===== config.mk =====
export PLATFORM = sky130hd
export DESIGN_NAME = esiu_unit
export DESIGN_NICKNAME = d
export VERILOG_FILES = /design/src/pkg/esiu_pkg.sv /design/src/esiu_unit.sv
export SDC_FILE = /design/constraint.sdc
export NUM_CORES = 1
export LEC_CHECK = 0
export BUFFER_PORTS_ARGS = -buffer_cell sky130_fd_sc_hd__buf_2
export CORE_MARGIN = 2
export CORE_UTILIZATION = 45
export CTS_CLUSTER_SIZE = 20
export DETAILED_ROUTE_END_ITERATION = 7
export PLACE_DENSITY = 0.83
export SYNTH_ARGS = -nofsm -noshare
export SYNTH_HDL_FRONTEND = slang
export SYNTH_SLANG_ARGS = --single-unit

===== constraint.sdc =====
create_clock -name clk_sys_i -period 4.7 [get_ports clk_sys_i]
set_clock_uncertainty 0.15 [all_clocks]
set_input_delay 0.47 -clock clk_sys_i [delete_from_list [all_inputs] [get_ports clk_sys_i]]
set_output_delay 0.47 -clock clk_sys_i [all_outputs]
set_load 0.02 [all_outputs]

===== src/pkg/esiu_pkg.sv =====
// extended stack instruction unit package: opcodes, widths, enums, carriers
// assumes a core with 12-bit data addresses and 21-bit program counter
package esiu_pkg;

	// ==========================================================
	// widths
	localparam int DADDR_W = 12;
	localparam int PC_W = 21;

	// ==========================================================
	// opcode fields: the e8-eb opcodes are the upper byte, the call is the whole word, the second word is the top nibble
	localparam logic [7:0] OP_PTR_ADD = 8'he8;
	localparam logic [7:0] OP_PTR_SUB = 8'he9;
	localparam logic [7:0] OP_PUSH_LIT = 8'hea;
	localparam logic [7:0] OP_IDX_MOVE = 8'heb;
	localparam logic [15:0] OP_CALL_WORKING_REGISTER = 16'h0014;
	localparam logic [3:0] OP_SECOND_WORD = 4'hf;
	localparam logic [1:0] SEL_STACK_PTR = 2'h3;
	localparam logic [PC_W-1:0] PC_RETURN_STEP = 21'h000002;
	localparam logic [7:0] INDIRECT_READ_VALUE = 8'h00;

	// indirect-access register addresses (low 12 bits); three pointers,
	// each with five access ports
	localparam logic [DADDR_W-1:0] INDF_BASE0 = 12'hfeb;
	localparam logic [DADDR_W-1:0] INDF_BASE1 = 12'hfe3;
	localparam logic [DADDR_W-1:0] INDF_BASE2 = 12'hfdb;
	localparam logic [2:0] INDF_SPAN = 3'h5;

	// ==========================================================
	// sequencer states
	typedef enum logic [1:0]
	{
		ESIU_IDLE = 2'b00,
		ESIU_RET = 2'b01,
		ESIU_CALL2 = 2'b10,
		ESIU_MOVE2 = 2'b11
	} esiu_state_e;

	// data memory request
	typedef struct packed
	{
		logic rd;
		logic wr;
		logic [DADDR_W-1:0] addr;
		logic [7:0] wdata;
	} esiu_mem_req_s;

	// pointer update request
	typedef struct packed
	{
		logic wr;
		logic [1:0] sel;
		logic [DADDR_W-1:0] value;
	} esiu_ptr_upd_s;

endpackage : esiu_pkg


===== src/esiu_unit.sv =====
// extended stack instruction unit: decodes and sequences the extended group
// assumes one instruction word per cycle on instr_valid_i, phase q4 strobe
// from the core, and that the core stalls fetch while busy_o is high after a call or return
`timescale 1ns/1ps

module esiu_unit
(
	// clock and reset
	input wire logic clk_sys_i,
	input wire logic rst_i,
	// configuration
	input wire logic extended_set_enable_cfg_i,
	// instruction stream
	input wire logic instr_valid_i,
	input wire logic [15:0] instr_i,
	input wire logic q4_i,
	// core state
	input wire logic [7:0] working_register_i,
	input wire logic [7:0] pc_high_latch_i,
	input wire logic [7:0] pc_upper_latch_i,
	input wire logic [esiu_pkg::PC_W-1:0] pc_i,
	input wire logic [esiu_pkg::DADDR_W-1:0] fsr0_i,
	input wire logic [esiu_pkg::DADDR_W-1:0] fsr1_i,
	input wire logic [esiu_pkg::DADDR_W-1:0] software_stack_pointer_i,
	input wire logic [7:0] mem_rdata_i,
	// results to core
	output esiu_pkg::esiu_mem_req_s mem_req_o,
	output esiu_pkg::esiu_ptr_upd_s ptr_upd_o,
	output logic pc_load_o,
	output logic [esiu_pkg::PC_W-1:0] pc_value_o,
	output logic stack_push_o,
	output logic [esiu_pkg::PC_W-1:0] stack_push_value_o,
	output logic return_o,
	output logic ext_hit_o,
	output logic busy_o
);
	import esiu_pkg::*;

	// ==========================================================
	// helpers
	// wrapping subtract gives a cheap range test per pointer
	function automatic logic is_indirect(input logic [DADDR_W-1:0] a);
		is_indirect = ((a - INDF_BASE0) < DADDR_W'(INDF_SPAN)) ||
			((a - INDF_BASE1) < DADDR_W'(INDF_SPAN)) ||
			((a - INDF_BASE2) < DADDR_W'(INDF_SPAN));
	endfunction : is_indirect

	function automatic logic [DADDR_W-1:0] sp_offset(
		input logic [DADDR_W-1:0] sp,
		input logic [6:0] off);
		sp_offset = sp + {5'h00, off};
	endfunction : sp_offset

	function automatic logic [DADDR_W-1:0] sel_ptr(input logic [1:0] s,
		input logic [DADDR_W-1:0] p0, input logic [DADDR_W-1:0] p1,
		input logic [DADDR_W-1:0] p2);
		unique case (s)
			2'h0: sel_ptr = p0;
			2'h1: sel_ptr = p1;
			default: sel_ptr = p2;
		endcase
	endfunction : sel_ptr

	// ==========================================================
	// decode
	logic enabled_q;
	logic [7:0] op_hi;
	logic [1:0] fsel;
	logic [DADDR_W-1:0] lit6;
	logic [DADDR_W-1:0] cur_ptr;
	logic [DADDR_W-1:0] src_addr;
	logic dec_add;
	logic dec_sub;
	logic dec_push;
	logic dec_move;
	logic dec_call;
	esiu_state_e state_q;
	logic idle;
	logic [7:0] move_data_q;
	logic move_idx_q;

	// config bit is synchronous core-side logic; register it for timing
	always_ff @(posedge clk_sys_i or posedge rst_i)
	begin
		if (rst_i)
			enabled_q <= 1'b1; // unprogrammed part comes up enabled
		else
			enabled_q <= extended_set_enable_cfg_i;
	end

	// q4_i is not read: decode and capture sit on the cycle edge,
	// which already falls after the core's last phase
	assign op_hi = instr_i[15:8];
	assign fsel = instr_i[7:6];
	assign lit6 = {6'h00, instr_i[5:0]};
	assign cur_ptr = sel_ptr(fsel, fsr0_i, fsr1_i, software_stack_pointer_i);
	assign src_addr = sp_offset(software_stack_pointer_i, instr_i[6:0]);
	assign idle = (state_q == ESIU_IDLE);

	always_comb
	begin
		dec_add = 1'b0;
		dec_sub = 1'b0;
		dec_push = 1'b0;
		dec_move = 1'b0;
		dec_call = 1'b0;
		if (instr_valid_i && idle && enabled_q)
		begin
			dec_add = (op_hi == OP_PTR_ADD);
			dec_sub = (op_hi == OP_PTR_SUB);
			dec_push = (op_hi == OP_PUSH_LIT);
			dec_move = (op_hi == OP_IDX_MOVE);
			dec_call = (instr_i == OP_CALL_WORKING_REGISTER);
		end
	end

	// ==========================================================
	// sequencer
	always_ff @(posedge clk_sys_i or posedge rst_i)
	begin
		if (rst_i)
			state_q <= ESIU_IDLE;
		else
		begin
			unique case (state_q)
				ESIU_IDLE:
				begin
					if ((dec_add || dec_sub) && fsel == SEL_STACK_PTR)
						state_q <= ESIU_RET;
					else if (dec_call)
						state_q <= ESIU_CALL2;
					else if (dec_move)
						state_q <= ESIU_MOVE2;
				end
				ESIU_RET: state_q <= ESIU_IDLE;
				ESIU_CALL2: state_q <= ESIU_IDLE;
				// a missing second word keeps the move pending
				ESIU_MOVE2:
					if (instr_valid_i)
						state_q <= ESIU_IDLE;
			endcase
		end
	end

	// ==========================================================
	// move source capture
	always_ff @(posedge clk_sys_i or posedge rst_i)
	begin
		if (rst_i)
		begin
			move_data_q <= 8'h00;
			move_idx_q <= 1'b0;
		end
		else if (dec_move)
		begin
			move_data_q <= is_indirect(src_addr) ? INDIRECT_READ_VALUE
				: mem_rdata_i;
			move_idx_q <= instr_i[7];
		end
	end

	// ==========================================================
	// data memory requests
	always_ff @(posedge clk_sys_i or posedge rst_i)
	begin
		if (rst_i)
			mem_req_o <= '0;
		else
		begin
			mem_req_o <= '0;
			if (dec_push)
			begin
				mem_req_o.wr <= 1'b1;
				mem_req_o.addr <= software_stack_pointer_i;
				mem_req_o.wdata <= instr_i[7:0];
			end
			else if (dec_move)
			begin
				// no indirect access on source
				// an indirect port read would step its pointer, so skip it
				mem_req_o.rd <= !is_indirect(src_addr);
				mem_req_o.addr <= src_addr;
			end
			else if (state_q == ESIU_MOVE2 && instr_valid_i &&
				instr_i[15:12] == OP_SECOND_WORD)
			begin
				mem_req_o.wr <= 1'b1;
				mem_req_o.wdata <= move_data_q;
				mem_req_o.addr <= move_idx_q
					? sp_offset(software_stack_pointer_i, instr_i[6:0])
					: instr_i[11:0];
			end
		end
	end

	// ==========================================================
	// pointer updates; no status flags are ever touched
	always_ff @(posedge clk_sys_i or posedge rst_i)
	begin
		if (rst_i)
			ptr_upd_o <= '0;
		else
		begin
			ptr_upd_o <= '0;
			// select 3 also updates here; return_o is raised separately in the same cycle
			// add or subtract literal
			if (dec_add || dec_sub)
			begin
				ptr_upd_o.wr <= 1'b1;
				ptr_upd_o.sel <= fsel;
				ptr_upd_o.value <= dec_add ? cur_ptr + lit6
					: cur_ptr - lit6;
			end
			else if (dec_push)
			begin
				ptr_upd_o.wr <= 1'b1;
				ptr_upd_o.sel <= SEL_STACK_PTR;
				ptr_upd_o.value <= software_stack_pointer_i - 12'h001;
			end
		end
	end

	// ==========================================================
	// program flow
	always_ff @(posedge clk_sys_i or posedge rst_i)
	begin
		if (rst_i)
		begin
			stack_push_o <= 1'b0;
			stack_push_value_o <= '0;
			pc_load_o <= 1'b0;
			pc_value_o <= '0;
			return_o <= 1'b0;
		end
		else
		begin
			stack_push_o <= dec_call;
			stack_push_value_o <= pc_i + PC_RETURN_STEP;
			pc_load_o <= dec_call;
			pc_value_o <= {pc_upper_latch_i[4:0], pc_high_latch_i,
				working_register_i};
			return_o <= (dec_add || dec_sub) && fsel == SEL_STACK_PTR;
		end
	end

	// ==========================================================
	// status to core; a lone second word never hits
	always_ff @(posedge clk_sys_i or posedge rst_i)
	begin
		if (rst_i)
		begin
			ext_hit_o <= 1'b0;
			busy_o <= 1'b0;
		end
		else
		begin
			// stray second word ignored
			// busy also holds while a move waits for its second word
			ext_hit_o <= dec_add || dec_sub || dec_push || dec_move ||
				dec_call;
			busy_o <= (dec_move || dec_call ||
				((dec_add || dec_sub) && fsel == SEL_STACK_PTR)) ||
				(state_q == ESIU_MOVE2 && !instr_valid_i);
		end
	end

endmodule : esiu_unit


Word level (Yosys, flattened, before mapping)
Cells that the tools add are included.
- register bits: 95
- bits in latches: 0
- memory bits (writable): 0
- bits in read-only memories: 0
- input bits: 110
- output and inout bits: 84
- memories kept: 0
- add/sub/neg operators: 8
- $mul: 0
- divide/modulo/power cells: 0
- magnitude comparators: 3
- equal/unequal tests: 13
- shifts and indexed selects: 0
- mux-type cells: 23
- bitwise gates (word level): 0
- reduce and logical (&&, ||, !) cells: 21
- operators with widths (operator ; number):
    2-to-1 mux 21 bit ; 2
    < comparator 12 x 3 -> 1 bit (second input constant) ; 3
    2-to-1 mux 12 bit ; 3
    subtractor 12 bit (second input constant) ; 3
    == test 8 bit (second input constant) ; 4
    2-to-1 mux 15 bit ; 2
    case mux 12 bit (2 select lines) ; 1
    adder 21 x 2 -> 21 bit (second input constant) ; 1
    == test 16 x 5 -> 1 bit (second input constant) ; 1
    2-to-1 mux 8 bit ; 2
    adder 12 x 6 -> 12 bit ; 1
    adder 12 x 7 -> 12 bit ; 1
    subtractor 12 x 1 -> 12 bit (second input constant) ; 1
    subtractor 12 x 6 -> 12 bit ; 1
    logical OR 1 bit ; 9
    2-to-1 mux 1 bit ; 8
    2-to-1 mux 2 bit ; 4
    == test 2 bit (second input constant) ; 3
    logical AND 1 bit ; 6
    case mux 2 bit (3 select lines) ; 1
    == test 2 x 1 -> 1 bit (second input constant) ; 2
    == test 4 bit (second input constant) ; 1
    zero test 2 bit ; 2
    inequality test 4 x 3 -> 1 bit (second input constant) ; 1
    other kinds (4) ; 5

Longest topological paths before layout
- depth after elaboration: 8
- gate-level depth with buffers: 13

Worst setup path after synthesis
Ideal clock, no wire load.
- path type: input port to flip-flop
- start: input instr_i[10]
- end: register ptr_upd_o[9] in the netlist's numbering
- setup time: 138 ps
- data arrival time: 3466 ps
- slack: 946 ps
- cell stages on the path: 11
- path buffers: 0
- path through: or4b_4 or3_4 nor3_4 mux2_2 ha_1 a211oi_1 o21bai_1 o41ai_1 o21bai_1 xnor2_1 o22ai_1
- word-level cells in the longest chain between the ends: 4
- elaborated cells between the ends (all ways): 10
- those cells by class: eq/ne (3); mux (6); reduce/logical (1)
- RTL lines (item ; line ; text):
    start: declaration ; esiu_unit.sv:15 ; input wire logic [15:0] instr_i,
    == test 8 bit, on equally long branches ; esiu_unit.sv:111, esiu_unit.sv:109, esiu_unit.sv:110 ;
    2-to-1 mux 1 bit ; esiu_unit.sv:107 ; if (instr_valid_i && idle && enabled_q)
    2-to-1 mux 15 bit (tied with other cells) ; esiu_unit.sv:214 ; else if (dec_push)
    2-to-1 mux 15 bit (*) ; esiu_unit.sv:207 ; if (dec_add || dec_sub)
    end: declaration ; esiu_unit.sv:28 ; output esiu_pkg::esiu_ptr_upd_s ptr_upd_o,
Mark *: on every way between the ends. The rest lies on a longest branch, timed or not.
A chain may end at the register's enable or synchronous reset.

Worst setup path in the final report
- start: register enabled_q
- end: register ptr_upd_o[8] in the netlist's numbering
- word-level cells in the longest chain between the ends: 4
- elaborated cells between the ends (all ways): 8
- those cells by class: mux (6); reduce/logical (2)
- RTL lines (item ; line ; text):
    start: declaration ; esiu_unit.sv:66 ; logic enabled_q;
    start signal: assignment ; esiu_unit.sv:88 ; enabled_q <= extended_set_enable_cfg_i;
    logical AND 1 bit (*) ; esiu_unit.sv:107 ;
    2-to-1 mux 1 bit ; esiu_unit.sv:107 ;
    2-to-1 mux 15 bit (tied with other cells) ; esiu_unit.sv:214 ;
    2-to-1 mux 15 bit (*) ; esiu_unit.sv:207 ;
Marked as above.

==> results by group <==
Placement
  • Place WS: 0.4489 ns
  • Final Wtd Congestion: slightly above 0.9
  • Post-Place Cells: 818
  • I/O Buffers: approximately 190
  • Hpwl dp: between 10000 and 15000 um
  • Placement Cell Area: approximately 6000 sq um

Clocking
  • Clk slew on worst S/H paths: roughly 0.08 ns
  • CTS Buffer Depth: 2
  • CTS root buf: clkbuf_16
  • Clock Latency Late Sink: around 0.35 ns
  • CTS sink cnt: 95
  • H-tree depth: 3
  • Post-CTS sizing: 0
  • CTS buffer count: 9
  • Post-CTS Hold Buffers: 0
  • CTS tree: built
  • Postcts setup bufs: 0

Routing
  • Routed len/inst: 17.49 um
  • Vias per cell: 5.608
  • Post-route ant nets: 0
  • Post-route DRC: 0
  • DR pass1 iterations: 5
  • Routed via count: between 4000 and 5000
  • WL final: around 15000 um
  • DRT iter0 DRCs: ~330

Setup path
  • Max stage delay cell, worst path: dfstp_2
  • Largest delay contributor family on the critical path: compound AO/OA/AOI/OAI gates
  • CP endpoint kind: register
  • Critical-path cell list: or4b_4, or3_4, nor3_4, mux2_2, inv_1, fa_1, nor2b_1, o31a_1, o31a_1, o21ai_0, a21boi_0, o32ai_1
  • CP Data Required Time: about 4.8 ns
  • Bufs and invs on worst path: 1
  • Critical Path Source Type: register
  • Setup slack, reg-to-reg: 0.53 ns
  • Setup CP Type: reg -> reg
  • Arr. time, crit path: roughly 4.3 ns
  • Worst-path maximum fanout: 7
  • Largest stage delay on the critical path: around 0.51 ns
  • Cell mode on critical path: o31a_1

Finish
  • Nets: 822
  • Post-layout util: 59.08%
  • Layout cells sized above 1: 31.84%
  • Filler cell count: 970
  • Fin cells: ~830
  • Layout area overhead: 26.48%
  • Final instance area: 6461 sq um
  • N_diodes: 0

STA
  • Setup TNS Final: 0 ns
  • Rel. slew slack: 43.98%
  • Hold Fails Final Rpt: 4
  • Final period util: 88.81%
  • Slew @ Worst Pin: between 0.8 and 0.9 ns
  • Final setup fails: 0
  • Max Transition Viols Final: 0
  • Setup ws final: between 0.5 and 0.6 ns
  • Worst Hold Slack: -0.002183 ns
  • Unrepaired setup endpoints after global routing: false
  • Fmax: about 240 MHz
  • Min Tclk post-route: around 4.2 ns

Synth
  • Post-synth cell types: between 60 and 70
  • Ys flop type: dfrtp_1
  • Syn Std Cell Area: 5109 sq um
  • Seq cells post-synth: 95
  • Fraction of registers with async set/reset: 100.0%
  • Post-Syn Nets: 640
  • Cells after Synth: 507
  • Syn Area/Cell: 10.08 sq um
  • Register area share after synthesis: a little under half
  • Post-synth EDFFs: 0
  • Ys Warns: 0

Global routing
  • Vias in the first global route: roughly 4600
  • Largest net degree at the start of global routing: 57
  • GRT Total Usage: between 20% and 30%
  • First-pass GRT wire length: 23520 um
  • Remaining global-route overflow: 0
  • Initial antenna violation count: 0

Floorplan
  • Die footprint: between 10000 and 15000 sq um
  • Initial Util: a little under half
  • I/O pin cnt: 194
  • Core region area: ~11000 sq um
  • Rows: 38
  • Die Wd: roughly 110 um
  • Die Y: around 110 um

Run status
  • Status: finished, violations left
  • Failing checks: hold timing

Worst hold path
  • Hold WC Path Type: in -> async

Flow run
  • Total of max-cap violations: 0

Pwr
  • Pwr Density: 301.7 nW/um^2
  • Worst VDD drop: 194.8 uV
  • Leak pwr: ~3.3 nW
[where the power goes]
part           switching [mW]  internal, mW
logic                   0.218         0.141
registers             0.00695         0.840
clock network           0.366         0.377
total                   0.591          1.36
[logic make-up after synthesis]
| kind of cell | after synthesis | share of synthesized area (%) |
|---|---|---|
| and+or+nand+nor | 152 | 15.77 |
| AOI/OAI and AO/OA | 130 | 16.21 |
| DFF | 95 | 46.56 |
| xor gates and xnor gates | 43 | 7.372 |
| buffers and inverters | 37 | 2.841 |
| muxes | 27 | 5.315 |
| adders and majority gates | 23 | 5.927 |
[cell type report]
type / instances / area (sq um) / area share [%]
clock buffers: 9 / 225.2 / 3.486
well taps: 140 / 175.2 / 2.711
flip-flops and latches: 95 / 2379 / 36.81
repair buffers: 190 / 953.4 / 14.76
multi-input cells: 375 / 2585 / 40.01
clock inverters: 7 / 73.82 / 1.143
inverters: 18 / 70.07 / 1.084
[per-layer routing]
metal  up-vias  GRT usage [%]  part of all wire [%]
li1       2177              -                     -
met1      2231          30.67                    41
met2       233          39.22                    49
met3        36          6.367                   7.6
met4         0          8.583                   2.6
met5         -              0                     0
[synthesized netlist by cell type (all sizes together) (6+ instances only)]
cell / n / area, sq um
a211oi: 6 / 50.05
nand4: 6 / 37.54
xor2: 16 / 140.1
and3: 7 / 43.79
a22oi: 10 / 75.07
nand3: 9 / 45.04
or3: 9 / 61.31
ha: 21 / 262.8
mux2i: 26 / 260.3
a21oi: 40 / 200.2
inv: 18 / 67.56
nor3: 9 / 61.31
o21ai: 28 / 140.1
nand2b: 7 / 43.79
nor2: 41 / 161.4
xnor2: 27 / 236.5
o22ai: 9 / 56.30
dfrtp: 94 / 2352
clkbuf: 15 / 56.30
nand2: 45 / 171.4
[final timing paths]
kind | endpoint | cells after the start | from
worst max-delay path | ptr_upd_o[8] | 12 | enabled_q
worst min-delay path | pc_value_o[17] | 2 | rst_i
worst max register to register | ptr_upd_o[8] | 12 | enabled_q
worst min register to register | mem_req_o[2] | 2 | move_data_q[2]
max in group asynchronous | state_q[0] | 3 | rst_i
min in group clk_sys_i | enabled_q | 1 | extended_set_enable_cfg_i
[registers in the layout, summed over array words and instances, names as in the netlist]
register and count:
move_data_q 8, return_o 1, pc_value_o 21, busy_o 1, stack_push_value_o 21, mem_req_o 22, enabled_q 1, move_idx_q 1
stack_push_o 1, state_q 2, ext_hit_o 1, ptr_upd_o 15
[metrics by stage]
step / total power, mW / hold slack [ns]
finish: 1.949 / -0.002183
global route: 2.040 / 0.02483
CTS: 1.961 / 0.01104
detailed placement: 1.218 / 0.3801
global placement: 1.203 / 0.3656
floorplan: 1.088 / 0.3245
[cells in the final DEF (no fill, tap or decap), types with 5 or more instances in the layout]
cell type  instances
buf_2            189
dfrtp_1           94
nand2_1           44
nor2_1            40
a21oi_1           40
o21ai_0           28
xnor2_1           27
mux2i_1           26
ha_1              21
inv_1             17
xor2_1            16
a22oi_1           10
nand3_1            9
o22ai_1            9
clkbuf_16          9
or3_1              8
nand2b_1           7
and3_1             7
nor3_1             7
nand4_1            6
a211oi_1           5
o21a_1             5
a21o_1             5
Note: power is estimated with default switching activity, not from simulation.
